<file path="src/core/ris_pkg.sv">
// Package for the reset and interrupt sequencer: register map, field
// positions, vectors, start-up counts and the state types.
// Assumes a single 100 MHz bus clock and an APB master with 32-bit data.
package ris_pkg;

  // Register byte offsets
  localparam logic [7:0] REG_CTRL        = 8'h00;
  localparam logic [7:0] REG_STATUS      = 8'h04;
  localparam logic [7:0] REG_TIMER_EN    = 8'h08;
  localparam logic [7:0] REG_SERIAL_CTRL = 8'h0C;
  localparam logic [7:0] REG_SERIAL_STAT = 8'h10;

  // Control register fields
  localparam int CTRL_WATCHDOG_ENABLE_BIT  = 0;
  localparam int CTRL_SLOW  = 1;
  localparam int CTRL_EXTEN = 4;
  localparam int CTRL_FALL  = 5;
  localparam int CTRL_RISE  = 6;
  localparam int CTRL_POR   = 7;

  // Status register fields
  localparam int STAT_MASK  = 0;
  localparam int STAT_WAIT  = 1;
  localparam int STAT_STOP  = 2;
  localparam int STAT_LATCH = 3;
  localparam int STAT_CAUSE = 4;

  // Serial control: enable in bit 0, interrupt enables in bits 7:4
  localparam int SCTL_ON = 0;
  localparam int SCTL_IE = 4;

  // Serial status flag positions
  localparam int SST_TX_REGISTER_EMPTY = 7;
  localparam int SST_TC   = 6;
  localparam int SST_OVR  = 5;
  localparam int SST_RX_REGISTER_FULL = 4;
  localparam int SST_IDLE = 3;
  localparam logic [4:0] SST_RESET = 5'h18;

  // Vectors (address of the high byte of each pair)
  localparam logic [15:0] VEC_RESET  = 16'h1FFE;
  localparam logic [15:0] VEC_SWI    = 16'h1FFC;
  localparam logic [15:0] VEC_EXT    = 16'h1FFA;
  localparam logic [15:0] VEC_CAP    = 16'h1FF8;
  localparam logic [15:0] VEC_CMP    = 16'h1FF6;
  localparam logic [15:0] VEC_OVF    = 16'h1FF4;
  localparam logic [15:0] VEC_SERIAL = 16'h1FF2;

  // Values loaded into neighbours on a full reset
  localparam logic [15:0] TIMER_LOAD = 16'hFFFC;
  localparam logic [15:0] STACK_INIT = 16'h00FF;

  // Counts in bus cycles, except the watchdog final count, which is in wdogTick pulses
  localparam logic [11:0] STARTUP_LONG_CYC  = 12'hFE0;
  localparam logic [11:0] STARTUP_SHORT_CYC = 12'h010;
  localparam logic [2:0]  RESET_DRIVE_CYC   = 3'h4;
  localparam logic [2:0]  WATCHDOG_ENABLE_BIT_FINAL        = 3'h7;

  typedef enum logic [1:0] {
    PWR_RUN   = 2'b00,
    PWR_WAIT  = 2'b01,
    PWR_STOP  = 2'b10,
    PWR_START = 2'b11
  } ris_pwr_t;

  typedef enum logic [1:0] {
    CAUSE_POR  = 2'b00,
    CAUSE_EXT  = 2'b01,
    CAUSE_WATCHDOG_ENABLE_BIT = 2'b10
  } ris_cause_t;

endpackage

</file>
<file path="src/core/ris_sync.sv">
// Two-flop synchroniser for pins that arrive from outside the clock domain.
// Assumes the bus clock and the synchronous active-low reset.
`timescale 1ns/100ps
module ris_sync #(
  parameter int         W    = 1,
  parameter logic [W-1:0] INIT = '0
) (
  input  wire logic         clk,
  input  wire logic         rstn,
  input  wire logic [W-1:0] din,
  output logic      [W-1:0] dout
);

  logic [W-1:0] meta_q;

  always_ff @(posedge clk)
  begin
    if (!rstn)
    begin
      meta_q <= INIT;
      dout   <= INIT;
    end
    else
    begin
      meta_q <= din;
      dout   <= meta_q;
    end
  end

endmodule // ris_sync

</file>
<file path="src/core/ris_top.sv">
// Reset and interrupt sequencer: reset kinds, low-power entry, watchdog,
// pin interrupt latch, priority and vector choice, APB register slave.
// Assumes rstn is the power-on reset; the core reports instruction
// boundaries and special instructions as one-cycle pulses on clk.
`timescale 1ns/100ps
// Notes on behaviour
// - Stop with watchdog enabled gives a watchdog reset instead of sleep.
// - That reset keeps oscillator running, no start-up delay, enable from option.
// - Wait option enabled: watchdog keeps counting in wait and can reset.
// - Wait option disabled: counter cleared and halted in wait, resumes after.
// - Full reset clears timer prescaler, loads counter FFFC, clears timer enables.
// - Full reset clears direction registers, stack to 00FF, fetches reset vector.
// - Full reset sets the mask; wait and stop entry clear it.
// - Power-on flag set only by power-on reset.
// - Full reset clears enables but sets pin enable; clears stop, wait, pin latches.
// - Full reset disables serial, clears its enables and flags but sets TX_REGISTER_EMPTY, TC.
// - Power-on and stop hold oscillator off and clear timer and serial clocks.
// - Full reset and stop: converter off, slow mode clear, watchdog enable restored.
// - Watchdog counter cleared on every reset, wait entry and stop entry.
// - Taking an interrupt pushes registers, then sets the mask.
// - Return from interrupt restores the mask from its stacked copy.
// - Interrupts wait for instruction end; taken only if unmasked and enabled.
// - Fixed order: reset, pin, capture, compare, overflow, serial; trap placed by its fetch time.
// - Software trap ignores the mask and uses vector 1FFC.
// - Trap follows interrupts pending at its fetch, precedes later ones.
// - Maskable vectors 1FFA, 1FF8, 1FF6, 1FF4, 1FF2.
// - Mask set blocks every maskable request; clearing it lets them through.
// - Pin latch cleared when its service starts; one new pulse can latch.
// - Writing one to watchdog enable enables and clears; zero does nothing.
// - Sensitivity: 00 fall plus low, 01 fall, 10 rise, 11 both edges.
// - Pin interrupt needs mask clear, enable set, selected condition met.
module ris_top
  import ris_pkg::*;
(
  input  wire logic        clk,
  input  wire logic        rstn,
  input  wire logic        psel,
  input  wire logic        penable,
  input  wire logic        pwrite,
  input  wire logic [7:0]  paddr,
  input  wire logic [31:0] pwdata,
  output logic      [31:0] prdata,
  output logic             pready,
  output logic             pslverr,
  input  wire logic        cfgWdogAtReset,
  input  wire logic        cfgWaitWdog,
  input  wire logic        cfgLongStartup,
  input  wire logic        extResetN,
  input  wire logic        irqPinN,
  output logic             resetPinOut,
  output logic             resetPinOe,
  input  wire logic        instrDone,
  input  wire logic        swiFetch,
  input  wire logic        rtiExec,
  input  wire logic        stackedMask,
  input  wire logic        cliExec,
  input  wire logic        seiExec,
  input  wire logic        waitExec,
  input  wire logic        stopExec,
  input  wire logic        wdogTick,
  input  wire logic        captureFlag,
  input  wire logic        compareFlag,
  input  wire logic        overflowFlag,
  input  wire logic [4:0]  serialSet,
  output logic             coreResetN,
  output logic             cpuHalt,
  output logic             intMask,
  output logic             pushRegs,
  output logic             vectorReq,
  output logic      [15:0] vectorAddr,
  output logic             sysInit,
  output logic             ctrlInit,
  output logic             oscOff,
  output logic             clkClear,
  output logic             slowMode,
  output logic      [2:0]  timerIrqEn,
  output logic             serialOn,
  output logic      [3:0]  serialIe,
  output logic      [4:0]  serialStat
);

  typedef struct packed {
    ris_pwr_t    pwr;
    logic [11:0] oscCnt;
    logic        cfgDone;
    logic        cfgWait;
    logic        cfgWdog;
    logic        wdogEn;
    logic [2:0]  wdogCnt;
    logic        slowMode;
    logic        extEn;
    logic        riseSel;
    logic        fallSel;
    logic        porFlag;
    logic        mask;
    logic        extLatch;
    logic        pinPrev;
    logic [2:0]  timerEn;
    logic        serialOn;
    logic [3:0]  serialIe;
    logic [4:0]  serialStat;
    logic        swiPend;
    logic [4:0]  snap;
    logic [2:0]  rstDrive;
    logic        pinOe;
    logic        rstPend;
    ris_cause_t  cause;
    logic        coreResetN;
    logic        cpuHalt;
    logic        oscOff;
    logic        clkClear;
    logic        vectorReq;
    logic [15:0] vectorAddr;
    logic        pushRegs;
    logic        sysInit;
    logic        ctrlInit;
    logic [31:0] prdata;
    logic        pready;
    logic        pslverr;
  } ris_state_t;

  ris_state_t s_q;
  ris_state_t s_d;
  logic [1:0] pinSync;
  logic       extRstLive;
  logic       pinHigh;
  logic       edgeHit;
  logic       levelHit;
  logic       extReq;
  logic       serReq;
  logic [4:0] pend;
  logic [4:0] maskable;
  logic [4:0] snapHit;
  logic [4:0] pick;
  logic       fullReset;
  logic       wdogFire;
  logic       wdogRun;
  logic       wrEn;
  logic [7:0] ctrlRd;

  // Reset and pin interrupt pins are asynchronous to clk
  ris_sync #(
    .W    (2),
    .INIT (2'b11)
  ) u_pin_sync (
    .clk  (clk),
    .rstn (rstn),
    .din  ({extResetN, irqPinN}),
    .dout (pinSync)
  );

  assign extRstLive = ~pinSync[1];
  assign pinHigh    = pinSync[0];

  always_comb
  begin
    s_d           = s_q;
    s_d.vectorReq = 1'b0;
    s_d.pushRegs  = 1'b0;
    s_d.sysInit   = 1'b0;
    s_d.ctrlInit  = 1'b0;
    s_d.pready    = 1'b0;
    s_d.pslverr   = 1'b0;
    s_d.pinPrev   = pinHigh;

    // Pin sensitivity decode
    edgeHit = (s_q.riseSel & ~s_q.pinPrev & pinHigh) |
              ((~s_q.riseSel | s_q.fallSel) & s_q.pinPrev & ~pinHigh);
    levelHit = ~s_q.riseSel & ~s_q.fallSel & ~pinHigh;
    // Low level is not latched, only edges
    extReq = (s_q.extLatch | levelHit) & s_q.extEn;
    serReq = (s_q.serialStat[SST_TX_REGISTER_EMPTY] & s_q.serialIe[3]) |
             (s_q.serialStat[SST_TC] & s_q.serialIe[2]) |
             ((s_q.serialStat[SST_OVR] | s_q.serialStat[SST_RX_REGISTER_FULL]) & s_q.serialIe[1]) |
             (s_q.serialStat[SST_IDLE] & s_q.serialIe[0]);
    pend = {extReq, captureFlag & s_q.timerEn[2], compareFlag & s_q.timerEn[1],
            overflowFlag & s_q.timerEn[0], serReq};
    maskable = pend & {5{~s_q.mask}};
    snapHit  = s_q.snap & maskable;
    pick     = s_q.swiPend ? snapHit : maskable;

    // APB register access, zero wait states
    ctrlRd = {s_q.porFlag, s_q.riseSel, s_q.fallSel, s_q.extEn, 2'b00,
              s_q.slowMode, s_q.wdogEn};
    wrEn = psel & penable & pwrite & s_q.pready & ~s_q.pslverr;
    if (psel && !penable)
    begin
      s_d.pready = 1'b1;
      s_d.prdata = 32'h0000_0000;
      unique case (paddr)
        REG_CTRL:        s_d.prdata[7:0] = ctrlRd;
        REG_STATUS:      s_d.prdata[5:0] = {s_q.cause, s_q.extLatch, s_q.pwr == PWR_STOP,
                                            s_q.pwr == PWR_WAIT, s_q.mask};
        REG_TIMER_EN:    s_d.prdata[2:0] = s_q.timerEn;
        REG_SERIAL_CTRL: s_d.prdata[7:0] = {s_q.serialIe, 3'b000, s_q.serialOn};
        REG_SERIAL_STAT: s_d.prdata[7:0] = {s_q.serialStat, 3'b000};
        default:         s_d.pslverr = 1'b1;
      endcase
    end
    if (wrEn)
    begin
      unique case (paddr)
        REG_CTRL:
        begin
          if (pwdata[CTRL_WATCHDOG_ENABLE_BIT])
          begin
            s_d.wdogEn  = 1'b1;
            s_d.wdogCnt = 3'h0;
          end
          s_d.slowMode = pwdata[CTRL_SLOW];
          if (!pwdata[CTRL_POR])
            s_d.porFlag = 1'b0;
          // Options only change while masked to avoid spurious requests
          if (s_q.mask)
          begin
            s_d.extEn   = pwdata[CTRL_EXTEN];
            s_d.riseSel = pwdata[CTRL_RISE];
            s_d.fallSel = pwdata[CTRL_FALL];
            if (pwdata[CTRL_RISE] != s_q.riseSel || pwdata[CTRL_FALL] != s_q.fallSel)
              s_d.extLatch = 1'b0;
          end
        end
        REG_TIMER_EN:    s_d.timerEn = pwdata[2:0];
        REG_SERIAL_CTRL:
        begin
          s_d.serialOn = pwdata[SCTL_ON];
          s_d.serialIe = pwdata[SCTL_IE +: 4];
        end
        REG_SERIAL_STAT: s_d.serialStat = s_q.serialStat & ~pwdata[SST_IDLE +: 5];
        default:         s_d.serialOn = s_q.serialOn;
      endcase
    end
    s_d.serialStat = s_d.serialStat | serialSet;

    // Core mask instructions
    if (cliExec)
      s_d.mask = 1'b0;
    if (seiExec)
      s_d.mask = 1'b1;
    if (rtiExec)
      s_d.mask = stackedMask;

    // Trap fetch snapshots what is already pending
    if (swiFetch)
    begin
      s_d.swiPend = 1'b1;
      s_d.snap    = maskable;
    end

    // Service choice only at an instruction boundary
    if (instrDone && s_q.pwr == PWR_RUN && s_q.coreResetN)
    begin
      if (s_q.swiPend && snapHit == 5'h00)
      begin
        s_d.swiPend    = 1'b0;
        s_d.snap       = 5'h00;
        s_d.vectorAddr = VEC_SWI;
        s_d.pushRegs   = 1'b1;
        s_d.vectorReq  = 1'b1;
        s_d.mask       = 1'b1;
      end
      else if (pick != 5'h00)
      begin
        s_d.pushRegs  = 1'b1;
        s_d.vectorReq = 1'b1;
        s_d.mask      = 1'b1;
        if (pick[4])
        begin
          s_d.vectorAddr = VEC_EXT;
          s_d.extLatch   = 1'b0;
          s_d.snap[4]    = 1'b0;
        end
        else if (pick[3])
        begin
          s_d.vectorAddr = VEC_CAP;
          s_d.snap[3]    = 1'b0;
        end
        else if (pick[2])
        begin
          s_d.vectorAddr = VEC_CMP;
          s_d.snap[2]    = 1'b0;
        end
        else if (pick[1])
        begin
          s_d.vectorAddr = VEC_OVF;
          s_d.snap[1]    = 1'b0;
        end
        else
        begin
          s_d.vectorAddr = VEC_SERIAL;
          s_d.snap[0]    = 1'b0;
        end
      end
    end

    // Edge latched after the service and option-write clears in the same cycle; a full reset clears it afterwards
    if (edgeHit)
      s_d.extLatch = 1'b1;

    // Watchdog counting; halted in wait unless the option keeps it running
    wdogRun  = s_q.wdogEn && (s_q.pwr == PWR_RUN ||
               (s_q.pwr == PWR_WAIT && s_q.cfgWait));
    wdogFire = 1'b0;
    if (wdogRun && wdogTick && s_d.wdogCnt == s_q.wdogCnt)
    begin
      s_d.wdogCnt = s_q.wdogCnt + 3'h1;
      wdogFire    = (s_q.wdogCnt == WATCHDOG_ENABLE_BIT_FINAL - 3'h1);
    end

    // Low-power states
    unique case (s_q.pwr)
      PWR_RUN:
      begin
        if (waitExec && s_q.coreResetN)
        begin
          s_d.pwr     = PWR_WAIT;
          s_d.mask    = 1'b0;
          s_d.wdogCnt = 3'h0;
        end
        else if (stopExec && s_q.coreResetN && !s_q.wdogEn)
        begin
          s_d.pwr      = PWR_STOP;
          s_d.mask     = 1'b0;
          s_d.wdogCnt  = 3'h0;
          s_d.wdogEn   = s_q.cfgWdog;
          s_d.slowMode = 1'b0;
          s_d.ctrlInit = 1'b1;
          s_d.oscOff   = 1'b1;
          s_d.clkClear = 1'b1;
        end
      end
      PWR_WAIT:
      begin
        if (pend != 5'h00)
          s_d.pwr = PWR_RUN;
      end
      PWR_STOP:
      begin
        if (extReq)
        begin
          s_d.pwr    = PWR_START;
          s_d.oscCnt = STARTUP_LONG_CYC - 12'h001;
        end
      end
      PWR_START:
      begin
        if (s_q.oscCnt != 12'h000)
          s_d.oscCnt = s_q.oscCnt - 12'h001;
        else
        begin
          s_d.pwr      = PWR_RUN;
          s_d.oscOff   = 1'b0;
          s_d.clkClear = 1'b0;
        end
      end
    endcase

    // Reset-class events dominate everything above
    fullReset = !s_q.cfgDone || extRstLive || wdogFire ||
                (stopExec && s_q.wdogEn && s_q.pwr == PWR_RUN && s_q.coreResetN);
    if (fullReset)
    begin
      s_d.rstPend    = 1'b1;
      s_d.coreResetN = 1'b0;
      s_d.mask       = 1'b1;
      s_d.extEn      = 1'b1;
      s_d.riseSel    = 1'b0;
      s_d.fallSel    = 1'b0;
      s_d.extLatch   = 1'b0;
      s_d.timerEn    = 3'h0;
      s_d.serialOn   = 1'b0;
      s_d.serialIe   = 4'h0;
      s_d.serialStat = SST_RESET;
      s_d.swiPend    = 1'b0;
      s_d.snap       = 5'h00;
      s_d.slowMode   = 1'b0;
      s_d.wdogCnt    = 3'h0;
      s_d.wdogEn     = s_q.cfgDone ? s_q.cfgWdog : cfgWdogAtReset;
      s_d.sysInit    = 1'b1;
      s_d.ctrlInit   = 1'b1;
      s_d.vectorReq  = 1'b0;
      s_d.pushRegs   = 1'b0;
      if (s_q.pwr != PWR_START)
      begin
        // Reset out of stop restarts the clocks at once
        s_d.pwr      = PWR_RUN;
        s_d.oscOff   = 1'b0;
        s_d.clkClear = 1'b0;
      end
      if (!s_q.cfgDone)
      begin
        // Options are straps: caught once after power-on release
        s_d.cfgDone  = 1'b1;
        s_d.cfgWait  = cfgWaitWdog;
        s_d.cfgWdog  = cfgWdogAtReset;
        s_d.porFlag  = 1'b1;
        s_d.cause    = CAUSE_POR;
        s_d.rstDrive = RESET_DRIVE_CYC;
        s_d.pwr      = PWR_START;
        s_d.oscOff   = 1'b1;
        s_d.clkClear = 1'b1;
        s_d.oscCnt   = (cfgLongStartup ? STARTUP_LONG_CYC : STARTUP_SHORT_CYC)
                       - 12'h001;
      end
      else if (extRstLive)
        s_d.cause = CAUSE_EXT;
      else
      begin
        // Watchdog reset leaves the oscillator alone, drives the pin
        s_d.cause    = CAUSE_WATCHDOG_ENABLE_BIT;
        s_d.rstDrive = RESET_DRIVE_CYC;
      end
    end
    else
    begin
      if (s_q.rstDrive != 3'h0)
        s_d.rstDrive = s_q.rstDrive - 3'h1;
      if (s_q.rstPend && s_q.rstDrive == 3'h0 && s_q.pwr != PWR_START)
      begin
        s_d.rstPend    = 1'b0;
        s_d.coreResetN = 1'b1;
        s_d.vectorReq  = 1'b1;
        s_d.vectorAddr = VEC_RESET;
      end
    end
    s_d.cpuHalt = (s_d.pwr != PWR_RUN);
    s_d.pinOe   = (s_d.rstDrive != 3'h0);
  end

  always_ff @(posedge clk)
  begin
    if (!rstn)
      s_q <= '0;
    else
      s_q <= s_d;
  end

  assign prdata      = s_q.prdata;
  assign pready      = s_q.pready;
  assign pslverr     = s_q.pslverr;
  assign resetPinOut = 1'b0;
  assign resetPinOe  = s_q.pinOe;
  assign coreResetN  = s_q.coreResetN;
  assign cpuHalt     = s_q.cpuHalt;
  assign intMask     = s_q.mask;
  assign pushRegs    = s_q.pushRegs;
  assign vectorReq   = s_q.vectorReq;
  assign vectorAddr  = s_q.vectorAddr;
  assign sysInit     = s_q.sysInit;
  assign ctrlInit    = s_q.ctrlInit;
  assign oscOff      = s_q.oscOff;
  assign clkClear    = s_q.clkClear;
  assign slowMode    = s_q.slowMode;
  assign timerIrqEn  = s_q.timerEn;
  assign serialOn    = s_q.serialOn;
  assign serialIe    = s_q.serialIe;
  assign serialStat  = s_q.serialStat;

endmodule // ris_top

</file>
<file path="config.mk">
export PLATFORM = sky130hd
export DESIGN_NAME = ris_top
export DESIGN_NICKNAME = d
export VERILOG_FILES = /design/src/core/ris_pkg.sv /design/src/core/ris_sync.sv /design/src/core/ris_top.sv
export SDC_FILE = /design/constraint.sdc
export NUM_CORES = 1
export LEC_CHECK = 0
export ABC_AREA = 1
export BUFFER_PORTS_ARGS = -buffer_cell sky130_fd_sc_hd__buf_2
export CAP_MARGIN = 30
export CORE_UTILIZATION = 53
export CTS_CLUSTER_DIAMETER = 120
export CTS_CLUSTER_SIZE = 30
export DETAILED_ROUTE_END_ITERATION = 8
export PLACE_DENSITY = 0.88
export SKIP_LAST_GASP = 1
export SYNTH_ARGS = -nofsm -noshare
export SYNTH_HDL_FRONTEND = slang
export SYNTH_SLANG_ARGS = --single-unit
</file>
<file path="constraint.sdc">
create_clock -name clk -period 1.9 [get_ports clk]
set_input_delay 0.38 -clock clk [delete_from_list [all_inputs] [get_ports clk]]
set_output_delay 0.38 -clock clk [all_outputs]
set_load 0.005 [all_outputs]
</file>
# == Word level (Yosys, flattened, before mapping) ==
# Cells that the tools add are included.
# word_totals
out_inout_bits,75
reg_bits,93
inputBits,67
# op_classes
muxes,92
n_eq_ne,12
bitwise_logic,34
n_addsub,4
reduce_logical,47
# ops
cell,n
18-bit 2-to-1 mux,3
2-bit 2-to-1 mux,18
5-bit 2-to-1 mux,7
17-bit 2-to-1 mux,2
1-bit 2-to-1 mux,32
3-bit 2-to-1 mux,10
28-bit 2-to-1 mux,1
12-bit 2-to-1 mux,2
12-bit one-hot mux with 2 select lines,1
3-bit one-hot mux with 4 select lines,2
"12-bit by 1-bit subtractor with 12-bit output, second input constant",2
9-bit 2-to-1 mux,2
"8-bit by 4-bit == test with 1-bit output, second input constant",2
1-bit logical AND,16
16-bit 2-to-1 mux,1
4-bit 2-to-1 mux,4
1-bit AND,15
5-bit AND,3
14-bit 2-to-1 mux,1
6-bit 2-to-1 mux,2
12-bit nonzero test,1
11-bit 2-to-1 mux,1
1-bit NOT,10
2-bit nonzero test,5
other kinds (29),46

# == Depth between registers and ports, before layout ==
# logic_depth
depth_word,17
ltp_mapped,12
depth_no_buf,12

# == Modules after synthesis ==
# From an unflattened synthesis, not the netlist that was laid out.
# hier_totals
hier_cells,725
hier_area_um2,5106.1
# modules_own_cells
module,cells_each,area_each_um2,n_inst
ris_top,713,4996.0,1
ris_sync,12,110.1,1

# == Least setup slack after synthesis ==
# No wires, ideal clock.
# synth_path
kind,reg-to-reg
from,register s_q[111] (netlist name)
to,register s_q[58] (netlist name)
period_less_slack_ns,1.676
path_stages_with_launch,11
arrival_time_ns,1.555
t_required_ns,1.779
slack_ns,0.224
n_path_buf,1
path_cell_list,dfxtp_1 > inv_1 > ha_1 > inv_1 > a21oi_2 > nand3_4 > nand2_4 > clkinv_2 > nand2_4 > buf_6 > o22ai_2
# synth_via
elab_chain_len,9
elab_cells_between_ends,12
classes_between,eq/ne: 1; mux: 1; reduce/logical: 10
# synth_rtl
item,line,source
from (decl),ris_top.sv:122,ris_state_t s_q;
from (signal assigned),ris_top.sv:433,s_q <= '0;
from (signal assigned),ris_top.sv:435,s_q <= s_d;
2-bit by 1-bit == test with 1-bit output,ris_top.sv:302,(s_q.pwr == PWR_WAIT && s_q.cfgWait));
1-bit logical AND,ris_top.sv:302,
1-bit logical OR,ris_top.sv:301,wdogRun = s_q.wdogEn && (s_q.pwr == PWR_RUN ||
1-bit logical AND,ris_top.sv:301,
1-bit logical AND (2 in series),ris_top.sv:304,if (wdogRun && wdogTick && s_d.wdogCnt == s_q.wdogCnt)
1-bit 2-to-1 mux,ris_top.sv:304,
1-bit logical OR,ris_top.sv:359,fullReset = !s_q.cfgDone || extRstLive || wdogFire ||
1-bit logical OR (*),ris_top.sv:359,
# Mark *: on every way between the ends. The rest lies on a longest branch, timed or not.
# A chain may end at the register's enable or synchronous reset.

# == Worst setup path after layout ==
# layout_path
from,register s_q[111] (netlist name)
to,register s_q[107] (netlist name)
# layout_via
elab_chain_len,10
elab_cells_between_ends,17
classes_between,eq/ne: 3; mux: 4; reduce/logical: 10
# layout_rtl
item,line,source
2-bit by 1-bit == test with 1-bit output,ris_top.sv:302,
1-bit logical AND,ris_top.sv:302,
1-bit logical OR,ris_top.sv:301,
1-bit logical AND,ris_top.sv:301,
1-bit logical AND (2 in series),ris_top.sv:304,
1-bit 2-to-1 mux,ris_top.sv:304,
1-bit logical OR (2 in series),ris_top.sv:359,
28-bit 2-to-1 mux (*),ris_top.sv:361,if (fullReset)
# Marked as above.

==> key figures <==
Timing
  • Max Clock Freq: 0.569 GHz
  • Final min period: 1760 ps
  • Setup Viol. Count Final: 0
  • Setup ws final: 142 ps
  • Slew Viols, Final: 0
  • Hold WS: 218 ps
  • Hold Vio Cnt, Final: 0
  • Final setup TNS: 0 ps
  • Tcrit/Tclk final: 92.5%
  • RSZ-0062 raised after global routing: no
  • Clock Skews: 11.3 ps

Clocking
  • CTS root buf: clkbuf_8
  • CTS tree: yes
  • Clock sinks: 93
  • Clock Path Buffers: 2
  • CTS buffer count: 9
  • Clock Latency Late Sink: 370 ps
  • Hold buffer count at CTS: 0
  • H-tree depth: 3
  • CTS clk-pin slew, worst paths: 100 ps

Floorplan
  • Core Region: 0.00933 sq mm
  • Die area: about 0.01 sq mm
  • Die width: 101 microns
  • Ports: ~140
  • Starting Density: 55.3%
  • Core Rows: 35
  • Die span in y: 101 microns

Cells and area
  • Most frequent cells in the layout: 178 x nand2_1, 97 x inv_1, 93 x dfxtp_1, 92 x buf_2, 59 x nor2_1
  • Final instance area: 0.00587 sq mm
  • Area delta synth->final: 13.7%
  • Layout cell share with drive strength beyond 1: 23.0%
  • Register Area: around 0.0019 sq mm
  • Nets: between 900 and 1,000
  • Most common cell after layout, fill and taps aside: nand2_1
  • Multi-input logic area: 0.00250 sq mm
  • Total of fill cells in the finished design: 821
  • Antenna diode count: 0

Yosys
  • Top cells by area, synth: dfxtp_1 36%, nand2_1 13%, buf_4 8.9%
  • Asr flop ratio synth: 0%
  • Number of synthesized register bits: 93
  • Number of synthesized flops with an enable pin: 0
  • Syn Area/Cell: ~7.0 sq um
  • Synth top area share: 36.1%
  • Distinct cells, synth: 45
  • Adder-cell area share of the yosys netlist: 2.42%
  • Synthesized cell area: 0.00516 sq mm
  • Sequential share of the synthesized area: between 30 and 40%
  • XOR/XNOR Fraction of Synth Area: 0.849%
  • Synth warn: 0
  • Post-Synthesis Cells: 737
  • Post-Synth Simple-Gate Area: 29.9%
  • Largest family of logic cells by synthesized area: simple AND/OR/NAND/NOR gates
  • Post-synthesis mux area share: 0.194%
  • Post-synthesis compound-gate area fraction: 12.6%
  • Biggest area consumer among synthesized cells: dfxtp_1
  • Top FF cell, synth: dfxtp_1

Hold path
  • Worst Hold Class: primary input to register

Critical path
  • Crit-path max FO: 5
  • Startpoint types: register
  • Worst path required time: 2210 ps
  • Worst EP arrival: 2070 ps
  • Critical path class: register to register
  • CP Capture Type: register

Placement
  • Gpl congestion: 0.979
  • Placement Setup Slack: 51.0 ps
  • Detail Placement HPWL: 9450 microns
  • DP Area: 0.00565 sq mm
  • PortBufs: between 90 and 100

Global routing
  • Antenna violations before repair: 0
  • Gr ovfl total: 0
  • Vias in the first global route: 4,358
  • Global-route wire length before repair: 19,900 microns
  • Maximum number of pins on one net before global-route repair: 19
  • Total GRT Usage: 25.1%

Route
  • WL/cell: 12.7 microns
  • DR DRC count: 0
  • DRT Pass-1 Iters: 5
  • Final ANT Viol Nets: 0
  • Drt first-iter violations: 310
  • Via count: 4,871
  • Vias per cell: 5.06
  • Total wire length: 12,200 microns

Pwr
  • Power Density: 693 mW/mm^2
  • Worst vdd ir: between 0.3 and 0.4 mV
  • Leak pwr: 3.05 nW

Status
  • Status: finished clean

Flow run
  • Max-cap violations: 0
[cells by family after synthesis]
| kind of cell | count (synthesis) |
|---|---|
| compound gates | 108 |
| other cells | 1 |
| simple gates | 342 |
| xor+xnor | 5 |
| fa+ha+maj | 10 |
| mux | 1 |
| buf+inv | 177 |
| flops | 93 |
[layout make-up]
| type | instances | area share [%] |
|---|---|---|
| multi-input cells | 491 | 42.5 |
| clock buffers | 10 | 2.35 |
| repair buffers | 129 | 13.0 |
| clock inverters | 6 | 0.896 |
| flip-flops and latches | 93 | 31.7 |
| inverters | 105 | 6.74 |
| well taps | 129 | 2.75 |
[what timing repair did]
| action | CTS | global route |
|---|---|---|
| resized for setup | 0 | 6 |
| endpoints found under the setup margin | 0 | 26 |
| setup buffers | 0 | 0 |
| hold endpoints to repair | 0 | 0 |
[path summary, 6_finish.rpt]
kind | slack, ps | cells past startpoint | start | to
hold / removal | 220 | 2 | irqPinN | u_pin_sync.meta_q[0]
setup / recovery | 140 | 9 | s_q[111] | s_q[107]
hold reg to reg | 420 | 1 | u_pin_sync.meta_q[0] | u_pin_sync.dout[0]
setup reg to reg | 140 | 9 | s_q[111] | s_q[107]
[per-layer routing]
layer | vias to the layer above | share of wire (%) | global-route usage, %
li1 | 2461 | - | -
met1 | 2156 | 44 | 32.1
met2 | 214 | 46 | 41.3
met3 | 40 | 7.1 | 3.95
met4 | 0 | 3.2 | 12.0
met5 | - | 0 | 0
[stage by stage]
| stage | util, % | total power, mW | cells |
|---|---|---|---|
| after floorplan | - | 2.61 | 761 |
| after global placement | 60.6 | 2.78 | 947 |
| after detailed placement | 60.6 | 2.80 | 947 |
| after CTS | 62.6 | 4.07 | 963 |
| after global routing | 62.9 | 4.27 | 963 |
| final | 62.9 | 4.07 | 963 |
[cells in the mapped netlist, types with 2 or more instances]
master / number
o31ai_1: 2
nand2_2: 4
nor2_2: 5
a22o_1: 2
o211ai_1: 6
buf_2: 4
nor3_2: 3
nand2_4: 2
or2_2: 6
clkinv_1: 3
buf_6: 3
a31oi_1: 2
ha_1: 10
nand3_1: 53
a21oi_2: 10
nor3_1: 6
nor2_1: 59
o21ai_0: 45
nand3_4: 2
inv_2: 3
xor2_1: 4
o22ai_1: 6
o21bai_1: 2
inv_1: 98
o21ai_1: 2
nand2_1: 179
buf_4: 61
clkbuf_1: 3
dfxtp_1: 93
nand4_1: 18
a21oi_1: 27
[flip-flops by register name, summed over array words and instances (netlist names), 2 cells and up]
name,flops
ctrlRd,5
prdata,8
s_q,34
serialIe,4
serialStat,5
timerIrqEn,3
u_pin_sync.dout,2
u_pin_sync.meta_q,2
vectorAddr,16
[power by group]
group          switching (mW)  leakage (nW)  internal, mW  total (mW)
logic                   0.395          2.20         0.275       0.670
clock network           0.751        0.0918         0.534        1.29
registers              0.0665         0.762          2.04        2.11
[critical path: stages, from the launching register on]
cell and delay [ps]:
dfxtp_1 320, inv_1 160, ha_1 260, inv_1 90, nor2_1 310, inv_1 160, buf_4 180, o211ai_1 90
nand2_1 70, nand2_1 50
No activity file was read; power rests on OpenSTA's default activity.
